`src/cstag_params.svh`:
```
// Constants for the channel selection and tag handshake block
// Behaviour
// - Last unit's outgoing select-out returns as select-in, same definition.
// - Option places selection logic on the select-out or select-in leg.
// - Request-in means the unit starts a sequence at its next poll.
// - Without hold-out, select-out is only passed on, never used.
// - On address-out, a matching idle unit raises operational-in at select.
// - Busy unit answers address-out with status-in until select-out falls.
// - On disconnect the unit drops operational-in within 6 us; in S_OPSEL the code holds it until command-out.
// - After disconnect the operation ends internally, no data crosses.
// - Command byte decoded only on command-out answering address-in.
// - Command-out answering service-in is a stop.
// - Command-out answering status-in stacks the status byte.
// - Stacked status offered only if suppress-out and address-out are low.
// - Read data and status may be released at service-out rise.
// - Write data on bus-out is captured at service-out rise.
// - Buses carry eight bits, bit 0 most significant, plus odd parity.
// - On select-out the unit either takes the interface or passes it on.
// - Each inbound tag is held until answered, then dropped.
`ifndef CSTAG_PARAMS_SVH
`define CSTAG_PARAMS_SVH
`define CSTAG_DEV_ADDR 8'h10
`define CSTAG_BUSY_STAT 8'h10
`define CSTAG_PAR_BIT 8
`define CSTAG_SYNC_W 16
`define CSTAG_CLK_NS 10
`define CSTAG_HALT_NS 6000
`define CSTAG_HALT_CYC (`CSTAG_HALT_NS / `CSTAG_CLK_NS)
`endif

```
`src/cstag_pkg.sv`:
```
// Types for the channel selection and tag handshake block
package cstag_pkg;
    typedef enum logic [7:0] {
        S_IDLE  = 8'h01,
        S_BUSY  = 8'h02,
        S_OPSEL = 8'h04,
        S_CONN  = 8'h08,
        S_SVC   = 8'h10,
        S_STAT  = 8'h20,
        S_DROP  = 8'h40,
        S_END   = 8'h80
    } cstag_state_e;
    typedef logic [0:8] cstag_bus_t;
endpackage : cstag_pkg

```
`src/cstag_cu.sv`:
```
// Control-unit end of the channel selection loop and tag handshakes
`timescale 1ns/1ns
`include "cstag_params.svh"
module cstag_cu
    import cstag_pkg::*;
#(
    parameter logic [7:0] DEV_ADDR = `CSTAG_DEV_ADDR
)
(
    // Clock and reset
    input wire logic mclk,
    input wire logic rst_n,
    // Static option: selection logic on the return leg
    input wire logic cfg_ret_leg,
    // Selection loop
    input wire logic sel_a_i,
    input wire logic sel_b_i,
    output logic sel_a_o,
    output logic sel_b_o,
    input wire logic hold_out,
    output logic req_in,
    // Outbound tags and bus
    input wire logic addr_out,
    input wire logic cmd_out,
    input wire logic svc_out,
    input wire logic sup_out,
    input wire logic [0:8] bus_out,
    // Inbound tags and bus
    output logic op_in,
    output logic addr_in,
    output logic stat_in,
    output logic svc_in,
    output logic [0:8] bus_in,
    // Device side requests
    input wire logic dev_req,
    input wire logic dev_busy,
    input wire logic rd_vld,
    input wire logic [7:0] rd_byte,
    output logic rd_ack,
    input wire logic wr_req,
    output logic wr_vld,
    output logic [7:0] wr_byte,
    input wire logic end_vld,
    input wire logic [7:0] end_status,
    output logic end_ack,
    // Device side events
    output logic cmd_vld,
    output logic [7:0] cmd_byte,
    output logic stop,
    output logic stat_acc,
    output logic stat_pend,
    output logic halted
);
    logic [`CSTAG_SYNC_W-1:0] sync_q;
    logic sel_a_s, sel_b_s, hold_s, addr_s, cmd_s, svc_s, sup_s;
    cstag_bus_t bus_s;
    logic sel_l, match, fresh;
    cstag_state_e state_r, state_nxt;
    logic passed_r, passed_nxt, chan_r, chan_nxt, end_r, end_nxt, dir_r, dir_nxt;
    logic sel_a_r, sel_a_nxt, sel_b_r, sel_b_nxt, req_r, req_nxt;
    logic op_r, op_nxt, ai_r, ai_nxt, si_r, si_nxt, vi_r, vi_nxt;
    cstag_bus_t bus_in_r, bus_in_nxt;
    logic rd_ack_r, rd_ack_nxt, wr_vld_r, wr_vld_nxt, end_ack_r, end_ack_nxt;
    logic [7:0] wr_byte_r, wr_byte_nxt, cmd_byte_r, cmd_byte_nxt;
    logic [7:0] stat_byte_r, stat_byte_nxt;
    logic cmd_vld_r, cmd_vld_nxt, stop_r, stop_nxt, acc_r, acc_nxt;
    logic pend_r, pend_nxt, halt_r, halt_nxt;

    cstag_sync u_sync (
        .mclk(mclk),
        .rst_n(rst_n),
        .d({sel_a_i, sel_b_i, hold_out, addr_out, cmd_out, svc_out, sup_out, bus_out}),
        .q(sync_q)
    );
    assign {sel_a_s, sel_b_s, hold_s, addr_s, cmd_s, svc_s, sup_s, bus_s} = sync_q;

    assign sel_l = cfg_ret_leg ? sel_b_s : sel_a_s;
    assign match = addr_s && (bus_s[0:7] == DEV_ADDR);
    // Only a fresh select edge with hold-out may be used
    assign fresh = sel_l && hold_s && !passed_r;

    function automatic cstag_bus_t with_par(input logic [7:0] b);
        with_par = {b, ~^b};
    endfunction : with_par

    always_comb
    begin
        state_nxt = state_r;
        passed_nxt = passed_r;
        chan_nxt = chan_r;
        end_nxt = end_r;
        dir_nxt = dir_r;
        op_nxt = op_r;
        ai_nxt = ai_r;
        si_nxt = si_r;
        vi_nxt = vi_r;
        bus_in_nxt = bus_in_r;
        wr_byte_nxt = wr_byte_r;
        cmd_byte_nxt = cmd_byte_r;
        stat_byte_nxt = stat_byte_r;
        pend_nxt = pend_r;
        halt_nxt = halt_r;
        rd_ack_nxt = 1'b0;
        wr_vld_nxt = 1'b0;
        end_ack_nxt = 1'b0;
        cmd_vld_nxt = 1'b0;
        stop_nxt = 1'b0;
        acc_nxt = 1'b0;
        case (state_r)
            S_IDLE:
            begin
                // Disconnected operation runs on with no interface traffic
                if (halt_r)
                begin
                    rd_ack_nxt = rd_vld && !rd_ack_r;
                    wr_vld_nxt = wr_req && !wr_vld_r;
                    wr_byte_nxt = 8'h00;
                    if (end_vld && !end_ack_r)
                    begin
                        end_ack_nxt = 1'b1;
                        stat_byte_nxt = end_status;
                        pend_nxt = 1'b1;
                        halt_nxt = 1'b0;
                    end
                end
                if (fresh && match && (dev_busy || halt_r))
                begin
                    si_nxt = 1'b1;
                    bus_in_nxt = with_par(`CSTAG_BUSY_STAT);
                    state_nxt = S_BUSY;
                end
                else if (fresh && match)
                begin
                    op_nxt = 1'b1;
                    ai_nxt = 1'b1;
                    chan_nxt = 1'b1;
                    bus_in_nxt = with_par(DEV_ADDR);
                    state_nxt = S_OPSEL;
                end
                else if (fresh && !addr_s && !sup_s && (dev_req || pend_r))
                begin
                    op_nxt = 1'b1;
                    ai_nxt = 1'b1;
                    chan_nxt = 1'b0;
                    bus_in_nxt = with_par(DEV_ADDR);
                    state_nxt = S_OPSEL;
                end
            end
            S_BUSY:
                if (!sel_l)
                begin
                    si_nxt = 1'b0;
                    state_nxt = S_IDLE;
                end
            S_OPSEL:
                if (cmd_s)
                begin
                    if (chan_r)
                    begin
                        cmd_byte_nxt = bus_s[0:7];
                        cmd_vld_nxt = 1'b1;
                    end
                    ai_nxt = 1'b0;
                    end_nxt = 1'b0;
                    state_nxt = S_DROP;
                end
            S_CONN:
                if (addr_s)
                begin
                    op_nxt = 1'b0;
                    halt_nxt = 1'b1;
                    state_nxt = S_IDLE;
                end
                else if (pend_r && !chan_r)
                begin
                    si_nxt = 1'b1;
                    bus_in_nxt = with_par(stat_byte_r);
                    state_nxt = S_STAT;
                end
                else if (end_vld && !end_ack_r)
                begin
                    end_ack_nxt = 1'b1;
                    stat_byte_nxt = end_status;
                    si_nxt = 1'b1;
                    bus_in_nxt = with_par(end_status);
                    state_nxt = S_STAT;
                end
                else if (rd_vld && !rd_ack_r)
                begin
                    vi_nxt = 1'b1;
                    dir_nxt = 1'b0;
                    bus_in_nxt = with_par(rd_byte);
                    state_nxt = S_SVC;
                end
                else if (wr_req && !wr_vld_r)
                begin
                    vi_nxt = 1'b1;
                    dir_nxt = 1'b1;
                    state_nxt = S_SVC;
                end
            S_SVC:
                if (addr_s)
                begin
                    op_nxt = 1'b0;
                    vi_nxt = 1'b0;
                    halt_nxt = 1'b1;
                    state_nxt = S_IDLE;
                end
                else if (cmd_s)
                begin
                    stop_nxt = 1'b1;
                    vi_nxt = 1'b0;
                    state_nxt = S_DROP;
                end
                else if (svc_s)
                begin
                    rd_ack_nxt = !dir_r;
                    wr_vld_nxt = dir_r;
                    wr_byte_nxt = bus_s[0:7];
                    vi_nxt = 1'b0;
                    state_nxt = S_DROP;
                end
            S_STAT:
                if (addr_s)
                begin
                    op_nxt = 1'b0;
                    si_nxt = 1'b0;
                    pend_nxt = 1'b1;
                    halt_nxt = 1'b1;
                    state_nxt = S_IDLE;
                end
                else if (cmd_s || svc_s)
                begin
                    pend_nxt = cmd_s;
                    acc_nxt = svc_s;
                    si_nxt = 1'b0;
                    end_nxt = 1'b1;
                    state_nxt = S_DROP;
                end
            S_DROP:
                if (addr_s && !chan_r)
                begin
                    op_nxt = 1'b0;
                    halt_nxt = !end_r;
                    state_nxt = S_IDLE;
                end
                else if (!cmd_s && !svc_s)
                begin
                    chan_nxt = 1'b0;
                    state_nxt = end_r ? S_END : S_CONN;
                end
            S_END:
                // Op-in may not fall before the channel drops select-out
                if (!sel_l)
                begin
                    op_nxt = 1'b0;
                    state_nxt = S_IDLE;
                end
            default:
                state_nxt = S_IDLE;
        endcase
        passed_nxt = sel_l && (passed_r || (state_r == S_IDLE && state_nxt == S_IDLE));
        sel_a_nxt = cfg_ret_leg ? sel_a_s : passed_nxt;
        sel_b_nxt = cfg_ret_leg ? passed_nxt : sel_b_s;
        req_nxt = (dev_req || pend_nxt) && state_nxt == S_IDLE;
    end

    always_ff @(posedge mclk)
    begin
        if (!rst_n)
        begin
            state_r <= S_IDLE;
            {passed_r, chan_r, end_r, dir_r, sel_a_r, sel_b_r, req_r} <= 7'h00;
            {op_r, ai_r, si_r, vi_r} <= 4'h0;
            bus_in_r <= 9'h001;
            {wr_byte_r, cmd_byte_r, stat_byte_r} <= 24'h000000;
            {rd_ack_r, wr_vld_r, end_ack_r, cmd_vld_r, stop_r, acc_r} <= 6'h00;
            {pend_r, halt_r} <= 2'h0;
        end
        else
        begin
            state_r <= state_nxt;
            {passed_r, chan_r, end_r, dir_r} <= {passed_nxt, chan_nxt, end_nxt, dir_nxt};
            {sel_a_r, sel_b_r, req_r} <= {sel_a_nxt, sel_b_nxt, req_nxt};
            {op_r, ai_r, si_r, vi_r} <= {op_nxt, ai_nxt, si_nxt, vi_nxt};
            bus_in_r <= bus_in_nxt;
            {wr_byte_r, cmd_byte_r, stat_byte_r} <= {wr_byte_nxt, cmd_byte_nxt, stat_byte_nxt};
            {rd_ack_r, wr_vld_r, end_ack_r} <= {rd_ack_nxt, wr_vld_nxt, end_ack_nxt};
            {cmd_vld_r, stop_r, acc_r} <= {cmd_vld_nxt, stop_nxt, acc_nxt};
            {pend_r, halt_r} <= {pend_nxt, halt_nxt};
        end
    end

    assign {sel_a_o, sel_b_o, req_in} = {sel_a_r, sel_b_r, req_r};
    assign {op_in, addr_in, stat_in, svc_in, bus_in} = {op_r, ai_r, si_r, vi_r, bus_in_r};
    assign {rd_ack, wr_vld, wr_byte, end_ack} = {rd_ack_r, wr_vld_r, wr_byte_r, end_ack_r};
    assign {cmd_vld, cmd_byte, stop, stat_acc} = {cmd_vld_r, cmd_byte_r, stop_r, acc_r};
    assign {stat_pend, halted} = {pend_r, halt_r};

    // Helper: cycles op-in stays up under a disconnect request
    logic [9:0] disc_cnt_r;
    always_ff @(posedge mclk)
    begin
        if (!rst_n)
            disc_cnt_r <= 10'h000;
        else if (op_r && addr_s && state_r != S_OPSEL)
            disc_cnt_r <= disc_cnt_r + 10'h001;
        else
            disc_cnt_r <= 10'h000;
    end
endmodule : cstag_cu

```
`src/cstag_sync.sv`:
```
// Three-stage input synchroniser with agreement filter
`timescale 1ns/1ns
`include "cstag_params.svh"
module cstag_sync
    import cstag_pkg::*;
(
    // Clock and reset
    input wire logic mclk,
    input wire logic rst_n,
    // Asynchronous inputs and their clean copies
    input wire logic [`CSTAG_SYNC_W-1:0] d,
    output logic [`CSTAG_SYNC_W-1:0] q
);
    genvar i;
    generate
        for (i = 0; i < `CSTAG_SYNC_W; i = i + 1)
        begin : g_bit
            // Per-bit stages keep one writing process per variable
            logic s1_r, s2_r, s3_r, q_r;
            always_ff @(posedge mclk)
            begin
                if (!rst_n)
                begin
                    s1_r <= 1'b0;
                    s2_r <= 1'b0;
                    s3_r <= 1'b0;
                    q_r <= 1'b0;
                end
                else
                begin
                    s1_r <= d[i];
                    s2_r <= s1_r;
                    s3_r <= s2_r;
                    // A change counts only once two late stages agree
                    if (s2_r == s3_r)
                        q_r <= s3_r;
                end
            end
            assign q[i] = q_r;
        end
    endgenerate
endmodule : cstag_sync
```
`config.mk`:
```
export PLATFORM = sky130hd
export DESIGN_NAME = cstag_cu
export DESIGN_NICKNAME = d
export VERILOG_FILES = /design/src/cstag_pkg.sv /design/src/cstag_cu.sv /design/src/cstag_sync.sv
export VERILOG_INCLUDE_DIRS = /design/src
export SDC_FILE = /design/constraint.sdc
export NUM_CORES = 1
export LEC_CHECK = 0
export ABC_AREA = 1
export BUFFER_PORTS_ARGS = -buffer_cell sky130_fd_sc_hd__buf_2
export CORE_UTILIZATION = 45
export CTS_CLUSTER_DIAMETER = 80
export DETAILED_ROUTE_END_ITERATION = 10
export PLACE_DENSITY = 0.69
export SLEW_MARGIN = 0
export SYNTH_ARGS = -nofsm -noshare
export SYNTH_HDL_FRONTEND = slang
export SYNTH_SLANG_ARGS = --single-unit
```
`constraint.sdc`:
```
create_clock -name mclk -period 5.1 [get_ports mclk]
set_clock_uncertainty 0.05 [all_clocks]
set_input_delay 1.02 -clock mclk [delete_from_list [all_inputs] [get_ports mclk]]
set_output_delay 1.02 -clock mclk [all_outputs]
set_load 0.03 [all_outputs]
```
==> results of run 1 <==
-- worst reg2reg max path, stage by stage, from the launching register on --
cell     delay (ps)
dfxtp_1         340
nor2_1          200
nand2_1         150
inv_1           110
nand2_1         120
inv_2           210
nand3_1         200
nand2_1         330
nand2_2         180
nand2_1         110
a21oi_1          60
-- cell usage after synthesis (3+ instances only) --
| cell type | instances | area share [%] |
|---|---|---|
| a21oi_1 | 57 | 5.5 |
| clkbuf_1 | 18 | 1.3 |
| dfxtp_1 | 120 | 46 |
| inv_1 | 124 | 9.0 |
| inv_2 | 4 | 0.29 |
| nand2_1 | 172 | 12 |
| nand2_2 | 4 | 0.48 |
| nand3_1 | 34 | 3.3 |
| nand4_1 | 13 | 1.6 |
| nor2_1 | 79 | 5.7 |
| nor2_2 | 3 | 0.36 |
| nor2_4 | 4 | 0.87 |
| nor3_1 | 4 | 0.39 |
| o211ai_1 | 5 | 0.72 |
| o21ai_0 | 48 | 4.6 |
| xnor2_1 | 18 | 3.0 |
| xor2_1 | 4 | 0.67 |
-- final timing paths --
kind / from / to / slack (ps)
worst max-delay path: end_vld / bus_in[7] / 2790
worst min-delay path: u_sync.g_bit[15].s1_r / u_sync.g_bit[15].s2_r / 360
worst max register to register: state_r[0] / wr_byte[1] / 2880
worst min register to register: u_sync.g_bit[15].s1_r / u_sync.g_bit[15].s2_r / 360
-- cells in the final DEF, fill, tap and decap left out, types with 2 or more instances in the layout --
cell,count
xor2_1,4
clkinv_2,2
nor4_1,2
nand4_1,13
o21ai_0,48
nor2_1,79
clkinvlp_4,4
nor2_4,4
xnor2_1,18
a31oi_1,2
nand3_1,34
clkbuf_8,3
inv_1,124
nor2_2,3
dfxtp_1,120
o211ai_1,5
nand2_4,2
o21bai_1,2
nand2_1,172
inv_2,4
clkbuf_1,4
clkbuf_16,17
buf_2,78
nor3_1,4
a21oi_1,57
nand2_2,4
-- per-layer routing --
layer / share of wire, % / up-vias / track usage, %
li1: - / 2424 / -
met1: 47 / 2152 / 28.1
met2: 46 / 149 / 36.1
met3: 5.7 / 22 / 5.51
met4: 1.8 / 0 / 7.81
met5: 0 / - / 0
-- area by class of cell --
class	instances	area [um^2]	area share, %
inverter	129	484	7.80
tap	140	175	2.82
timing repair buffer	79	398	6.41
clock buffer	24	482	7.76
sequential	120	2400	38.7
multi-input combinational	461	2200	35.4
clock inverter	7	70.1	1.13
-- cells by family after synthesis --
kind of cell    after synthesis  share of synthesized area [%]
simple gates                321                           26.6
xor+xnor                     22                           3.71
buf+inv                     152                           11.4
flops                       120                           46.2
compound gates              118                           12.0
-- flip-flops by register name (all words and copies together) (netlist names), 8 cells and up --
name               flops
u_sync.g_bit.q_r      15
state_r                8
stat_byte_r            8
bus_in                 9
u_sync.g_bit.s1_r     15
u_sync.g_bit.s2_r     15
u_sync.g_bit.s3_r     15
wr_byte                8
cmd_byte               8
-- where the power goes --
group	switching, mW	internal (mW)
Combinational	0.0694	0.0395
Clock	0.407	0.703
Sequential	0.00720	0.955
Total	0.483	1.70
-- stage by stage --
stage	hold WS, ps	setup WS [ps]	cells	utilization (%)	total power, mW
3_3_place_gp	344	2430	929	51.3	1.09
6_report	359	2790	960	56.3	2.18
4_1_cts	359	2800	960	56.3	2.19
5_1_grt	380	2580	960	56.3	2.25
2_1_floorplan	340	2850	733	-	1.05
3_5_place_dp	347	2390	929	51.3	1.09
==> results.md, run 1 <==
## Run status
• **outcome** finished, final reports clean

## CTS
• **number of buffers on the longest clock path** 2
• **CTS tree** built
• **CTS-repair resized insts** 0
• **clk slew on worst S/H paths** 50 ps
• **clock latency on the worst-skew pair** 410 ps
• **number of buffers added to fix hold violations after cts** 0
• **H-tree level count** 4
• **CTS root buffer** clkbuf_16
• **clock buffer count from CTS** 17
• **post-CTS setup repair buffer count** 0
• **clk sinks** 120

## Placed design
• **buffers added on ports** 78
• **final weighted congestion in routability-driven placement** 0.910
• **instance area at placement** 5660 um^2
• **Detail Placement HPWL** 8.85 mm

## Global routing
• **Tot GR Track Use** 22.0%
• **pin count of the biggest net entering global routing** 90
• **vias in the first global route** 4301
• **initial antenna violation count** 0
• **first-pass GRT wire length** 20.3 mm
• **total congestion overflow after global routing** 0

## Worst setup path
• **WS Path Type** in -> reg
• **worst path buffer plus inverter count** 4
• **largest incremental delay on the critical path** 230 ps
• **required time reported for the critical path endpoint** 5400 ps
• **cell chain of the critical path** buf_2 > inv_1 > nor2_2 > inv_1 > nand2_1 > inv_1 > nand2_1 > nor2_1 > nor3_4 > nand2_4 > nand2_1 > nand2_1 > nor2_1
• **cell type of the slowest stage on the worst timing path** nor2_2
• **number of cells on the critical path** 13
• **element type at the critical path end** flip-flop
• **data arrival time of the critical path** 2610 ps
• **worst-case reg-to-reg path depth** 10
• **cell class contributing the biggest share of worst-path delay** simple AND/OR/NAND/NOR gates
• **critical path peak fanout** 16
• **cell repeated most along the worst path** nand2_1
• **Setup crit start kind** primary input

## Detailed routing
• **DRC errors left** 0
• **vias** 4747
• **number of search-and-repair iterations in the first detailed-routing pass** 5
• **via count normalized by instance count** 4.94
• **routed wire length** 12.4 mm
• **number of DRC markers in iteration 0** 361
• **wire per inst** 12.9 um
• **Routed Antenna Nets** 0

## Floorplan
• **height of the die** 109 um
• **Total Die Area** 12000 um^2
• **initial standard-cell utilization of the core** 47.1%
• **width of the die** 109 um
• **count of pins on the block boundary** 80
• **placeable core region** 11000 um^2
• **Rows** 38

## STA
• **relative slew slack** 28.1%
• **final worst-path cycle share** 45.3%
• **Max Freq** 433 MHz
• **max-slew violations** 0
• **shortest clock period the worst path allows after layout** 2310 ps
• **final hold violation count** 0
• **number of endpoints failing setup at the final stage** 0
• **slew at the pin closest to its max-slew limit** 1080 ps
• **RSZ-0062 raised after global routing** false
• **setup TNS after final layout** 0 ps

## Logic synthesis
• **post-synth net total** 773
• **count of flip-flops with a built-in enable after synthesis** 0
• **count of yosys warnings during synthesis** 0
• **number of unique standard cell types used by synthesis** 33
• **sequential fraction of the synthesis area** 46.2%
• **post-synth design cell area** 5190 um^2
• **FFs w/ async S/R, synth** 0%
• **Synth Register Bits** 120
• **post-synthesis cell count** 733
• **prevailing post-synth register cell** dfxtp_1
• **mean area per synthesized cell** 7.09 um^2

## Worst hold path
• **Worst Hold Depth** 2
• **worst hold path type** reg -> reg

## Cells and area
• **final-stage net count** 848
• **area growth from synthesis to layout** 19.5%
• **antenna diode count** 0
• **fraction of final layout cells sized beyond drive strength 1** 15.4%
• **finished layout cell area** 6210 um^2
• **layout filler cell count** 1047

## Pwr
• **cell area power density** 351 nW/um^2
• **total leakage power** 3.09 nW
• **largest voltage drop on the vdd net** 0.369 mV

## Run
• **count of max-cap constraint violations** 0

No activity file was read; power rests on OpenSTA's default activity.
==> run 2: changes to the inputs <==
--- a/config.mk
+++ b/config.mk
@@ -6,7 +6,7 @@
 export SDC_FILE = /design/constraint.sdc
 export NUM_CORES = 1
 export LEC_CHECK = 0
-export ABC_AREA = 1
+export ABC_AREA = 0
 export BUFFER_PORTS_ARGS = -buffer_cell sky130_fd_sc_hd__buf_2
 export CORE_UTILIZATION = 45
 export CTS_CLUSTER_DIAMETER = 80
==> constraint.sdc (replaced) <==
create_clock -name mclk -period 2.3 [get_ports mclk]
set_clock_uncertainty 0.05 [all_clocks]
set_input_delay 0.46 -clock mclk [delete_from_list [all_inputs] [get_ports mclk]]
set_output_delay 0.46 -clock mclk [all_outputs]
set_load 0.03 [all_outputs]
==> results.md, run 2 <==
## CTS
• **CTS-repair resized insts** 0, unchanged
• **CTS root buffer** clkbuf_8
• **number of buffers on the longest clock path** 2, unchanged
• **clock buffer count from CTS** 17, unchanged
• **clock latency on the worst-skew pair** 510 ps, +100 ps
• **number of buffers added to fix hold violations after cts** 0, unchanged
• **clk sinks** 120, unchanged
• **post-CTS setup repair buffer count** 0, unchanged
• **H-tree level count** 4, unchanged
• **clk slew on worst S/H paths** 60 ps, about the same
• **CTS tree** built

## Floorplan
• **Rows** 37, -2.6%
• **placeable core region** 10300 um^2, -6.8%
• **initial standard-cell utilization of the core** 46.3%, -0.81 points
• **height of the die** 105 um, -4.2%
• **width of the die** 105 um, -4.2%
• **Total Die Area** 11000 um^2, -8.3%
• **count of pins on the block boundary** 80, unchanged

## Logic synthesis
• **Synth Register Bits** 120, unchanged
• **sequential fraction of the synthesis area** 50.5%, +4.3 points
• **synth top area cells** dfxtp_1 (50%), and2_1 (6.3%), nor2_1 (5.3%)
• **top cell type's share of synthesized area** 50.5%, +4.3 points
• **post-synthesis cell count** 516, -30%
• **largest family of logic cells by synthesized area** simple AND/OR/NAND/NOR gates
• **list of most frequent post-synthesis cells** dfxtp_1 (120), nor2_1 (67), and2_1 (48)
• **XOR/XNOR Fraction of Synth Area** 4.05%, +0.34 points
• **number of unique standard cell types used by synthesis** 52, +58%
• **adder and majority gate portion of the synthesized area** 0%, unchanged
• **compound-cell area share of the yosys netlist** 15.0%, +2.9 points
• **basic-gate share of the synthesized area counting and, or, nand and nor cells** 23.7%, -2.9 points
• **most common cell in the netlist** dfxtp_1
• **count of flip-flops with a built-in enable after synthesis** 0, unchanged
• **prevailing post-synth register cell** dfxtp_1
• **multiplexer share of the synthesized area** 4.42%, +4.4 points
• **count of yosys warnings during synthesis** 0, unchanged
• **mean area per synthesized cell** 9.22 um^2, +30%
• **cell accounting for the most synthesized area** dfxtp_1
• **post-synth design cell area** 4760 um^2, -8.4%
• **post-synth net total** 556, -28%
• **FFs w/ async S/R, synth** 0%, unchanged

## Cells and area
• **final-stage net count** 650, -23%
• **area growth from synthesis to layout** 26.7%
• **leading cell type in the layout, fill and taps excluded** dfxtp_1
• **fraction of final layout cells sized beyond drive strength 1** 23.9%, +8.6 points
• **antenna diode count** 0, unchanged
• **leading cell types in the layout, fill and taps excluded** dfxtp_1 (120), buf_2 (78), nor2_1 (66), and2_1 (47), a21oi_1 (46)
• **layout filler cell count** 893, -15%

## Placed design
• **buffers added on ports** 78, unchanged
• **final weighted congestion in routability-driven placement** 0.909, about the same
• **Detail Placement HPWL** 7.92 mm, -10%

## Worst setup path
• **data arrival time of the critical path** 2480 ps, -130 ps
• **worst setup path endpoint** wr_byte[7]
• **WS Path Type** reg -> reg
• **Setup crit start kind** flip-flop
• **reg2reg start** state_r[6]
• **element type at the critical path end** flip-flop
• **R2R Setup Slk** 140 ps, -2740 ps
• **RR Endpoint** wr_byte[7]
• **critical path peak fanout** 12, -4
• **CP Launch Point** state_r[6]
• **required time reported for the critical path endpoint** 2620 ps, -2780 ps
• **worst-case reg-to-reg path depth** 7, -3

## Detailed routing
• **vias** 3998, -16%
• **routed wire length** 11.3 mm, -8.4%
• **number of search-and-repair iterations in the first detailed-routing pass** 4, -1
• **via count normalized by instance count** 5.27, +6.5%
• **total length of routed met3 wires** 674 um, -4.7%
• **detailed route wirelength on metal2** 5.39 mm, -5.3%
• **Routed met1 length** 5.11 mm, -11%
• **number of DRC markers in iteration 0** 244, -32%
• **wire per inst** 14.9 um, +16%
• **highest routing layer actually used** met4
• **DRC errors left** 0, unchanged
• **Routed Antenna Nets** 0, unchanged

## STA
• **Max Freq** 462 MHz
• **slew at the pin closest to its max-slew limit** 471 ps, -607 ps
• **max-slew violations** 0, unchanged
• **relative slew slack** 68.6%, +41 points
• **number of endpoints failing setup at the final stage** 0, unchanged
• **shortest clock period the worst path allows after layout** 2160 ps
• **final worst-path cycle share** 94.1%
• **Final Hold Slack** 104 ps, -255 ps
• **final hold violation count** 0, unchanged
• **setup TNS after final layout** 0 ps, unchanged

## Pwr
• **largest voltage drop on the vdd net** 0.451 mV, +22%
• **Design Power** 4.99 mW, +130%
• **cell area power density** 828 nW/um^2, +140%
• **total leakage power** 2.61 nW, -16%

## Run
• **count of max-cap constraint violations** 0, unchanged

## Global routing
• **initial antenna violation count** 0, unchanged
• **first-pass GRT wire length** 17.8 mm, -12%
• **Tot GR Track Use** 20.6%, -1.4 points
• **total congestion overflow after global routing** 0, unchanged
• **vias in the first global route** 3728, -13%
• **pin count of the biggest net entering global routing** 45, -50%

## Worst hold path
• **Worst Hold Depth** 2, unchanged
• **worst hold path type** in -> reg

## Run status
• **outcome** finished, final reports clean

==> run 2: cell type report <==
type / instances / area (um^2) / area share, %
multi-input cells: 367 / 2270 / 37.7
clock inverters: 12 / 149 / 2.47
repair buffers: 99 / 561 / 9.30
clock buffers: 20 / 455 / 7.56
flip-flops and latches: 120 / 2400 / 39.9
well taps: 136 / 170 / 2.82
inverters: 5 / 18.8 / 0.311
==> run 2: worst min path at each step <==
stage,start,to,slack (ps)
2_1_floorplan,u_sync.g_bit[10].s1_r,u_sync.g_bit[10].s2_r,360
3_3_place_gp,u_sync.g_bit[13].s1_r,u_sync.g_bit[13].s2_r,360
3_5_place_dp,u_sync.g_bit[4].s1_r,u_sync.g_bit[4].s2_r,370
4_1_cts,bus_out[6],u_sync.g_bit[2].s1_r,80
5_1_grt,bus_out[6],u_sync.g_bit[2].s1_r,90
6_report,bus_out[6],u_sync.g_bit[2].s1_r,100
==> run 2: cells by family (layout without fill, tap and decap cells) <==
family | Yosys count | count (layout)
simple gates | 214 | 214
buf+inv | 29 | 136
mux | 21 | 21
compound gates | 110 | 110
flops | 120 | 120
xor+xnor | 22 | 22
==> run 2: report_power, final <==
part | leakage (nW) | switching [mW] | internal, mW | total [mW]
registers | 0.975 | 0.0155 | 2.12 | 2.13
logic | 1.33 | 0.125 | 0.0961 | 0.221
clock network | 0.300 | 0.909 | 1.73 | 2.64
==> run 2: metal layers <==
metal | up-vias | GRT usage, %
met5 | - | 0
met3 | 17 | 5.74
met1 | 1861 | 26.2
met4 | 0 | 9.05
li1 | 1987 | -
met2 | 133 | 32.6
==> run 2: per-stage QoR <==
stage          worst slack (ps)  cell area, um^2  utilization [%]  instances
6_report                    136             6030             58.6        759
5_1_grt                   -1.63             6030             58.6        759
4_1_cts                    67.6             6000             58.4        759
3_5_place_dp              -19.8             5400             52.5        727
3_3_place_gp               45.0             5400             52.5        727
2_1_floorplan               261             4760                -        516
==> run 2: critical path: stages, from the launching register on <==
cell and delay (ps):
dfxtp_1 360, nor4_4 430, nand4b_1 190, buf_4 230
or2_1 300, and2_2 280, nand2_1 90, a21oi_1 70
